## src/rtl/pbc_defs.vh

```
/*
  Constants for the basic PHY control register block: register address,
  field positions, reset values, frame layout and timing counts.
  Assumes a 200 MHz core clock and clause 22 management frames.
*/
// Contract
// - Writing one to bit 15 starts a soft reset; hardware clears it when done.
// - During soft reset writes to all other control bits are ignored; about 1 ms.
// - Writing zero to reset bit does nothing; bit reads zero after reset ends.
// - Soft reset never reloads strap values; only hardware reset samples straps.
// - Bit 14 enables local loop-back; zero or chip reset clears; reads state. Code loads the loop strap at chip reset instead.
// - With autoneg off, bit 13 forces speed: one 100 Mb/s, zero 10 Mb/s.
// - Speed bit reads back the forced value only, never the resolved speed.
// - Autoneg enable pin low disables autoneg and blocks writes to bit 12.
// - Bit 12 zero disables autoneg, one enables; chip reset follows strap.
// - Bit 12 reads last written value, or one if unwritten since chip reset. Code reads the autoneg strap value instead.
// - Power-down bit powers the channel down and forces pad directions.
// - Bit 10 isolates MII: outputs except tx clock float, inputs ignored.
// - Isolation ends on zero write or chip reset; bit reads isolate state. Code loads the isolate strap at chip reset instead.
// - Bit 9 one restarts autoneg if enabled; self-clears; always reads zero.
// - Powers up half duplex; bit 8 one forces full duplex with autoneg off. Code powers up with the duplex strap instead.
// - Bit 7 enables collision test, acting only in loop-back; reads enable.
// - Collision test: tx enable drives collision high within 512, low within 4 bits.
// - Zero write or chip reset leaves collision test disabled.
// - Reserved bits 6 to 0 ignore writes and read zero.
`ifndef PBC_DEFS_VH
`define PBC_DEFS_VH

// ============================================================
// Register map
`define PBC_REG_ADDR 5'h00
`define PBC_BIT_SRST 15
`define PBC_BIT_LOOP 14
`define PBC_BIT_SPEED 13
`define PBC_BIT_ANEN 12
`define PBC_BIT_PDOWN 11
`define PBC_BIT_ISO 10
`define PBC_BIT_ANRST 9
`define PBC_BIT_DUPLEX 8
`define PBC_BIT_COLT 7
`define PBC_RSVD_MASK 16'h007f

// ============================================================
// Chip reset values; autoneg enable is then replaced by its strap
`define PBC_RST_PDOWN 1'b0
`define PBC_RST_COLT 1'b0
`define PBC_RST_ANEN 1'b1

// ============================================================
// Frame fields
`define PBC_OP_WRITE 2'b01
`define PBC_OP_READ 2'b10

// ============================================================
// Timing
`define PBC_CLK_MHZ 200
`define PBC_SRST_US 1000
`define PBC_SRST_CYC (`PBC_SRST_US * `PBC_CLK_MHZ)
`define PBC_COL_ON_BT 512
`define PBC_COL_OFF_BT 4
`define PBC_RESTART_CYC 3'd4
`define PBC_COL_ON_CYC 16

`endif

```

## src/rtl/pbc_control.v

```verilog
/*
  Basic PHY control register with its own clause 22 management slave.
  Assumes MDC and MDIO come from another domain and are synchronised here;
  straps are stable at chip reset release; tx enable is asynchronous.
  Straps are taken only when chip reset ends, never by soft reset.
*/
`timescale 1ns/1ps
`include "pbc_defs.vh"

module pbc_control #(
  parameter [4:0] PHY_ADDR = 5'h01,
  parameter SRST_CYCLES = `PBC_SRST_CYC,
  parameter COL_ON_CYCLES = `PBC_COL_ON_CYC
) (
  input wire clock_i,
  input wire reset_i,
  input wire mdc_i,
  input wire mdio_i,
  output reg mdio_o,
  output reg mdio_oe_o,
  input wire autoneg_hw_enable_pin_i,
  input wire strap_loop_i,
  input wire strap_speed_i,
  input wire strap_anen_i,
  input wire strap_iso_i,
  input wire strap_duplex_i,
  input wire tx_en_i,
  output reg col_o,
  output reg col_oe_o,
  output reg loopback_o,
  output reg speed100_o,
  output reg autoneg_en_o,
  output reg autoneg_restart_o,
  output reg full_duplex_o,
  output reg power_down_o,
  output reg isolate_o,
  output reg soft_reset_busy_o
);

  // ============================================================
  // Synchronisers
  // Two flops per pin; only the second stage is read
  // Reset levels match the idle pins, so no false MDC edge follows reset
  reg [1:0] mdc_s_q;
  reg [1:0] mdio_s_q;
  reg [1:0] pin_s_q;
  reg [1:0] txen_s_q;
  reg mdc_last_q;
  always @(posedge clock_i or posedge reset_i) begin
    if (reset_i) begin
      mdc_s_q <= 2'b00;
      mdio_s_q <= 2'b11;
      pin_s_q <= 2'b11;
      txen_s_q <= 2'b00;
      mdc_last_q <= 1'b0;
    end else begin
      mdc_s_q <= {mdc_s_q[0], mdc_i};
      mdio_s_q <= {mdio_s_q[0], mdio_i};
      pin_s_q <= {pin_s_q[0], autoneg_hw_enable_pin_i};
      txen_s_q <= {txen_s_q[0], tx_en_i};
      mdc_last_q <= mdc_s_q[1];
    end
  end
  wire mdc_rise = mdc_s_q[1] & ~mdc_last_q;
  wire mdc_fall = ~mdc_s_q[1] & mdc_last_q;
  wire mdio_in = mdio_s_q[1];
  wire hw_autoneg_hw_enable_pin = pin_s_q[1];

  // Straps are pins as well; their flops carry no reset, so the chain
  // already holds strap levels when chip reset lets go. Limitation: the
  // straps must be steady for two clock edges before reset ends.
  reg [4:0] strap_s1_q;
  reg [4:0] strap_s2_q;
  always @(posedge clock_i) begin
    strap_s1_q <= {strap_loop_i, strap_speed_i, strap_anen_i, strap_iso_i, strap_duplex_i};
    strap_s2_q <= strap_s1_q;
  end

  // ============================================================
  // Decode helpers
  // PHY address field of a header against our own address
  function addr_hit;
    input [4:0] phyad;
    begin
      addr_hit = (phyad == PHY_ADDR);
    end
  endfunction
  // Autoneg runs only when both the register bit and the pin allow it
  function an_live;
    input anen_bit;
    input pin_bit;
    begin
      an_live = anen_bit & pin_bit;
    end
  endfunction

  // ============================================================
  // Clause 22 frame receiver
  // Preamble of 32 ones, then ST, OP, PHYAD, REGAD, TA, 16 data bits
  // Binary state codes; any other code falls back to idle
  localparam ST_IDLE = 3'd0;
  localparam ST_HDR = 3'd1;
  localparam ST_TA = 3'd2;
  localparam ST_WDATA = 3'd3;
  localparam ST_RDATA = 3'd4;
  reg [2:0] state_q;
  reg [5:0] ones_q;
  reg [4:0] cnt_q;
  reg [13:0] hdr_q;
  reg [15:0] shift_q;
  reg wr_stb_q;
  reg [15:0] wr_data_q;
  wire [15:0] rd_word;
  wire hdr_ours = addr_hit(hdr_q[9:5]) && (hdr_q[4:0] == `PBC_REG_ADDR);
  always @(posedge clock_i or posedge reset_i) begin
    if (reset_i) begin
      state_q <= ST_IDLE;
      ones_q <= 6'd0;
      cnt_q <= 5'd0;
      hdr_q <= 14'd0;
      shift_q <= 16'd0;
      wr_stb_q <= 1'b0;
      wr_data_q <= 16'd0;
      mdio_o <= 1'b0;
      mdio_oe_o <= 1'b0;
    end else begin
      wr_stb_q <= 1'b0;
      case (state_q)
        ST_IDLE: begin
          if (mdc_rise) begin
            if (mdio_in) begin
              if (ones_q != 6'd32) ones_q <= ones_q + 6'd1;
            end else begin
              // Zero after a full preamble is the first start bit
              if (ones_q == 6'd32) begin
                state_q <= ST_HDR;
                hdr_q <= 14'd0;
                cnt_q <= 5'd0;
              end
              // A short run of ones is no preamble; counting starts over
              ones_q <= 6'd0;
            end
          end
        end
        ST_HDR: begin
          if (mdc_rise) begin
            hdr_q <= {hdr_q[12:0], mdio_in};
            cnt_q <= cnt_q + 5'd1;
            // Second start bit plus op, address, register: 13 bits
            if (cnt_q == 5'd12) begin
              state_q <= ST_TA;
              cnt_q <= 5'd0;
            end
          end
        end
        ST_TA: begin
          if (hdr_q[12] != 1'b1) begin
            state_q <= ST_IDLE;
          end else if (hdr_q[11:10] == `PBC_OP_READ) begin
            // Drive zero for second turnaround bit, then data MSB first
            if (mdc_fall) begin
              cnt_q <= cnt_q + 5'd1;
              if (cnt_q == 5'd0) begin
                mdio_oe_o <= 1'b0;
              end else if (addr_hit(hdr_q[9:5])) begin
                // Any register at our address answers; only register zero exists
                mdio_oe_o <= 1'b1;
                mdio_o <= 1'b0;
                shift_q <= rd_word;
                state_q <= ST_RDATA;
                cnt_q <= 5'd0;
              end else begin
                state_q <= ST_IDLE;
              end
            end
          end else if (hdr_q[11:10] == `PBC_OP_WRITE) begin
            if (mdc_rise) begin
              cnt_q <= cnt_q + 5'd1;
              if (cnt_q == 5'd1) begin
                state_q <= ST_WDATA;
                cnt_q <= 5'd0;
              end
            end
          end else begin
            state_q <= ST_IDLE;
          end
        end
        ST_WDATA: begin
          if (mdc_rise) begin
            shift_q <= {shift_q[14:0], mdio_in};
            cnt_q <= cnt_q + 5'd1;
            if (cnt_q == 5'd15) begin
              state_q <= ST_IDLE;
              // Strobe only for our address and register zero; others fall away
              wr_stb_q <= hdr_ours;
              wr_data_q <= {shift_q[14:0], mdio_in};
            end
          end
        end
        ST_RDATA: begin
          if (mdc_fall) begin
            cnt_q <= cnt_q + 5'd1;
            // Let go one half bit after the LSB for a clean handover
            if (cnt_q == 5'd16) begin
              mdio_oe_o <= 1'b0;
              state_q <= ST_IDLE;
            end else begin
              mdio_o <= shift_q[15];
              shift_q <= {shift_q[14:0], 1'b0};
            end
          end
        end
        default: state_q <= ST_IDLE;
      endcase
    end
  end

  // ============================================================
  // Control fields
  reg srst_q;
  reg [31:0] srst_cnt_q;
  reg loop_q;
  reg speed_q;
  reg anen_q;
  reg pdown_q;
  reg iso_q;
  reg duplex_q;
  reg colt_q;
  reg [2:0] restart_q;
  reg strap_take_q;
  // Soft reset leaves every field alone; only its own bit and counter move
  // Write lockout while soft reset runs keeps config stable under reset
  wire wr_ok = wr_stb_q & ~srst_q;
  always @(posedge clock_i or posedge reset_i) begin
    if (reset_i) begin
      srst_q <= 1'b0;
      srst_cnt_q <= 32'd0;
      loop_q <= 1'b0;
      speed_q <= 1'b0;
      anen_q <= `PBC_RST_ANEN;
      pdown_q <= `PBC_RST_PDOWN;
      iso_q <= 1'b0;
      duplex_q <= 1'b0;
      colt_q <= `PBC_RST_COLT;
      restart_q <= 3'd0;
      strap_take_q <= 1'b1;
    end else begin
      strap_take_q <= 1'b0;
      if (strap_take_q) begin
        // Straps only caught after chip reset release, not by soft reset
        loop_q <= strap_s2_q[4];
        speed_q <= strap_s2_q[3];
        anen_q <= strap_s2_q[2];
        iso_q <= strap_s2_q[1];
        duplex_q <= strap_s2_q[0];
      end else if (wr_ok) begin
        loop_q <= wr_data_q[`PBC_BIT_LOOP];
        speed_q <= wr_data_q[`PBC_BIT_SPEED];
        if (hw_autoneg_hw_enable_pin) anen_q <= wr_data_q[`PBC_BIT_ANEN];
        pdown_q <= wr_data_q[`PBC_BIT_PDOWN];
        iso_q <= wr_data_q[`PBC_BIT_ISO];
        duplex_q <= wr_data_q[`PBC_BIT_DUPLEX];
        colt_q <= wr_data_q[`PBC_BIT_COLT];
      end
      // Soft reset counter; a written zero leaves it alone
      if (srst_q) begin
        if (srst_cnt_q == SRST_CYCLES - 1) begin
          srst_q <= 1'b0;
          srst_cnt_q <= 32'd0;
        end else begin
          srst_cnt_q <= srst_cnt_q + 32'd1;
        end
      end else if (wr_stb_q && wr_data_q[`PBC_BIT_SRST]) begin
        srst_q <= 1'b1;
      end
      // Restart pulse held a few cycles, only with autoneg enabled. The
      // enable is judged on the value this same write leaves behind, so a
      // write that turns autoneg off and sets restart does not restart.
      if (wr_ok && wr_data_q[`PBC_BIT_ANRST] &&
          an_live(wr_data_q[`PBC_BIT_ANEN], hw_autoneg_hw_enable_pin)) begin
        restart_q <= `PBC_RESTART_CYC;
      end else if (restart_q != 3'd0) begin
        restart_q <= restart_q - 3'd1;
      end
    end
  end

  // Readback: speed is the forced value; restart and reserved read zero
  assign rd_word = {srst_q, loop_q, speed_q, anen_q, pdown_q, iso_q, 1'b0,
                    duplex_q, colt_q, 7'h00};

  // ============================================================
  // Collision test
  // 100 Mb/s bit time is 2 cycles; asserting after COL_ON_CYCLES cycles meets the 512 bound,
  // and release follows within three cycles of tx enable dropping, inside 4 bit times
  reg [15:0] col_cnt_q;
  // An isolated device ignores tx enable, so collision stays low there
  wire col_mode = colt_q & loop_q;
  always @(posedge clock_i or posedge reset_i) begin
    if (reset_i) begin
      col_cnt_q <= 16'd0;
      col_o <= 1'b0;
      col_oe_o <= 1'b0;
    end else begin
      col_oe_o <= ~iso_q & ~(pdown_q);
      if (col_mode && txen_s_q[1] && !iso_q) begin
        if (col_cnt_q >= COL_ON_CYCLES - 1) col_o <= 1'b1;
        else col_cnt_q <= col_cnt_q + 16'd1;
      end else begin
        col_cnt_q <= 16'd0;
        col_o <= 1'b0;
      end
    end
  end

  // ============================================================
  // Effective configuration outputs
  // Every output lags its field by one clock so that each leaves a flop
  always @(posedge clock_i or posedge reset_i) begin
    if (reset_i) begin
      loopback_o <= 1'b0;
      speed100_o <= 1'b0;
      autoneg_en_o <= 1'b0;
      autoneg_restart_o <= 1'b0;
      full_duplex_o <= 1'b0;
      power_down_o <= 1'b0;
      isolate_o <= 1'b0;
      soft_reset_busy_o <= 1'b0;
    end else begin
      loopback_o <= loop_q;
      autoneg_en_o <= an_live(anen_q, hw_autoneg_hw_enable_pin);
      // Forced speed and duplex apply only with autoneg off
      speed100_o <= ~an_live(anen_q, hw_autoneg_hw_enable_pin) & speed_q;
      full_duplex_o <= ~an_live(anen_q, hw_autoneg_hw_enable_pin) & duplex_q;
      autoneg_restart_o <= (restart_q != 3'd0);
      power_down_o <= pdown_q;
      isolate_o <= iso_q;
      soft_reset_busy_o <= srst_q;
    end
  end

endmodule // pbc_control

```

## config.mk

```make
export PLATFORM = sky130hd
export DESIGN_NAME = pbc_control
export DESIGN_NICKNAME = d
export VERILOG_FILES = /design/src/rtl/pbc_control.v
export VERILOG_INCLUDE_DIRS = /design/src /design/src/rtl
export SDC_FILE = /design/constraint.sdc
export NUM_CORES = 1
export LEC_CHECK = 0
export BUFFER_PORTS_ARGS = -buffer_cell sky130_fd_sc_hd__clkbuf_2
export CAP_MARGIN = 30
export CELL_PAD_IN_SITES_DETAIL_PLACEMENT = 0
export CELL_PAD_IN_SITES_GLOBAL_PLACEMENT = 2
export CORE_ASPECT_RATIO = 2
export CORE_MARGIN = 1.5
export CORE_UTILIZATION = 43
export CTS_BUF_LIST = sky130_fd_sc_hd__clkbuf_4 sky130_fd_sc_hd__clkbuf_8
export DETAILED_ROUTE_END_ITERATION = 16
export PLACE_DENSITY_LB_ADDON = 0.25
export SLEW_MARGIN = 30
export SYNTH_ARGS = -nofsm -noshare
export SYNTH_HDL_FRONTEND = slang
export SYNTH_SLANG_ARGS = --single-unit
```

## constraint.sdc

```tcl
create_clock -name clock_i -period 4.9 [get_ports clock_i]
set_input_delay 0 -clock clock_i [delete_from_list [all_inputs] [get_ports clock_i]]
set_output_delay 0 -clock clock_i [all_outputs]
set_load 0.05 [all_outputs]
```

==> metrics <==
Worst-path clk slew 0.09 ns; Total GRT Usage 17.8%; Setup violations, final 0; reg2reg setup slack 2.33 ns; total power divided by cell area 331 nW/um2; top cells by area, synth dfrtp_1, o21ai_0, xnor2_1; port bufs 22; Hold Fails Final Rpt 0; clk buf depth 2; Setup crit start kind flop; critical path endpoint category flop; postcts setup bufs 0; clk root buf clkbuf_8; crit path max fanout 8; DRT Pass-1 Iters 4; # Max-Cap Violations 0; register area share after synthesis 57.1%; #FFs+latches synth 144; min cycle time layout 2.57 ns; PnR Total Power 2.33 mW; H-tree levels 4; syn_nets 599; GP Congestion 0.814; Final period util 52.5%; Num CTS Buffers 17; DRT iter0 DRCs 160; Clock Skews 0.0112 ns; worst vdd ir 0.153 mV; Post-synth EDFFs 0; Hold Buf Count CTS 10; Die H 173 um; drt total wl 12300 um; Remaining Overflow, GRT 0; Leakage 3.11 nW; Syn Area/Cell 10.8 um2; cell accounting for the most synthesized area dfrtp_1; outcome finished, final reports clean; ANT cells 0; share of cells above drive strength 1 14.1%; initial antenna violation count 0; Synth Cell Area 6240 um2; Via density 5.25; Synth Instances 576; CP required 5.25 ns; Die X-Extent 88.2 um; synthesis-to-layout area growth 12.8%; worst slew pin tran 0.841 ns; Ys Warns 0; RSZ-0062 raised after global routing false; Skew-Pair Late Insertion Delay 0.44 ns; first-pass GRT wire length 21100 um; Setup Crit Path Kind flop to flop; vias in the first global route 4360; io pins 23; setup TNS 0 ns; CP arrival 2.92 ns; CTS tree done; Main synth FF type dfrtp_1; Rows 62; post-cts resize count 0; Core ar. 14300 um2; # clock sinks 144; Hold WC Path Type input port to asynchronous set/reset pin; post-route core utilization 49.3%; R2R cell count 7; Fmax achieved 389 MHz; top-area cell type share of the netlist area 51.3%; placed wire-length estimate 8510 um; DRT antenna net count 0; Post-route DRC 0; die area 15300 um2; Async SR Flop Fraction 93.1%; Via Count 4261; Final nets 629; Max Slew Vio Count 0; worst r2r dst cnt_q[3]$_DFFE_PP0P_; per-cell routed wire length 15.2 um; Crit Reg-Reg Startpoint hdr_q[10]$_DFFE_PP0P_; pin count of the biggest net entering global routing 72; Starting Density 43.7%; post-synth cell types 64; Max-slew headroom 43.9%
## worst max-delay path: stages (launching register included)
cell and delay, ns:
dfrtp_1 0.39, inv_1 0.07, ha_1 0.32, or3b_1 0.44, a2111oi_2 0.42, o22ai_1 0.28
or2_4 0.35, o31ai_1 0.22
## routing by layer
layer / vias up / global-route usage, % / part of all wire (%)
li1: 2057 / - / -
met1: 2133 / 20.1 / 41
met2: 51 / 31.0 / 55
met3: 20 / 3.52 / 2.0
met4: 0 / 8.40 / 2.5
met5: - / 0 / 0
## layout by cell type, fill, tap and decap left out, types with 3 or more instances in the layout
master,n
dfstp_2,6
dfxtp_1,10
or4_1,5
dfrtp_1,128
o21ai_0,46
nor2b_1,9
inv_6,6
xor2_1,7
nand2b_1,9
and2_1,15
nor4b_1,4
nand2_1,60
inv_1,30
mux2i_1,16
xnor2_1,26
nand3b_1,6
clkbuf_8,17
nor2_1,36
dlygate4sd3_1,10
o31ai_1,4
nand4_1,8
o22ai_1,3
a22o_1,4
nand3_1,31
mux2_2,12
inv_8,6
nor4_1,10
and4_1,5
and3_1,4
nor3_1,4
a21oi_1,6
clkbuf_2,22
ha_1,12
## Yosys cell counts (12+ instances only)
cell type  number
clkbuf_1       14
dfrtp_1       128
and2_1         15
xnor2_1        26
inv_1          31
nand2_1        60
ha_1           12
nand3_1        31
mux2_2         12
o21ai_0        46
nor2_1         36
mux2i_1        16
## kinds of logic after synthesis
kind of cell | count (synthesis) | synth area share [%]
buf+inv | 53 | 3.59
compound gates | 82 | 8.38
fa+ha+maj | 12 | 2.41
mux | 28 | 4.73
flops | 144 | 57.1
simple gates | 223 | 19.1
xor+xnor | 33 | 4.63
other cells | 1 | 0.0601
## how the worst max path moves through the flow
stage	startpoint	to	slack [ns]	depth (start not counted)
floorplan	reset_i	autoneg_en_o$_DFF_PP0_	1.33	1
global placement	cnt_q[0]$_DFFE_PP0P_	shift_q[4]$_DFFE_PP0P_	2.39	6
detailed placement	hdr_q[10]$_DFFE_PP0P_	cnt_q[3]$_DFFE_PP0P_	2.35	7
CTS	hdr_q[10]$_DFFE_PP0P_	cnt_q[3]$_DFFE_PP0P_	2.32	7
global route	srst_q$_DFF_PP0_	srst_cnt_q[29]$_DFFE_PP0P_	2.13	5
finish	hdr_q[10]$_DFFE_PP0P_	cnt_q[3]$_DFFE_PP0P_	2.33	7
## area by class of cell
class / instances / area (um2)
clock buffer: 17 / 234
clock inverter: 15 / 189
fill: 1374 / 7240
inverter: 31 / 121
multi-input combinational: 379 / 2470
sequential: 144 / 3560
tap: 192 / 240
timing repair buffer: 33 / 218
## flip-flops by register name, indices dropped and copies added (netlist names), 2 cells and up
| register | count |
|---|---|
| mdc_s_q | 2 |
| shift_q | 16 |
| mdio_s_q | 2 |
| col_cnt_q | 16 |
| srst_cnt_q | 32 |
| strap_s2_q | 5 |
| ones_q | 6 |
| txen_s_q | 2 |
| strap_s1_q | 5 |
| pin_s_q | 2 |
| restart_q | 3 |
| state_q | 3 |
| hdr_q | 13 |
| wr_data_q | 9 |
| cnt_q | 5 |
## per-stage QoR
| stage | hold slack (ns) | std cells | worst slack, ns | area [um2] |
|---|---|---|---|---|
| floorplan | 0.00448 | 576 | 1.33 | 6240 |
| global route | 0.173 | 811 | 2.13 | 7040 |
| CTS | 0.131 | 811 | 2.32 | 7030 |
| global placement | 0.0894 | 769 | 2.39 | 6500 |
| finish | 0.176 | 811 | 2.33 | 7040 |
| detailed placement | 0.0893 | 769 | 2.35 | 6510 |
## where the power goes
part | switching, mW | internal [mW] | leakage [nW]
Sequential | 0.0238 | 1.21 | 1.90
Clock | 0.518 | 0.483 | 0.218
Combinational | 0.0598 | 0.0335 | 0.994
Total | 0.602 | 1.73 | 3.11
(Power assumes the default switching activity.)
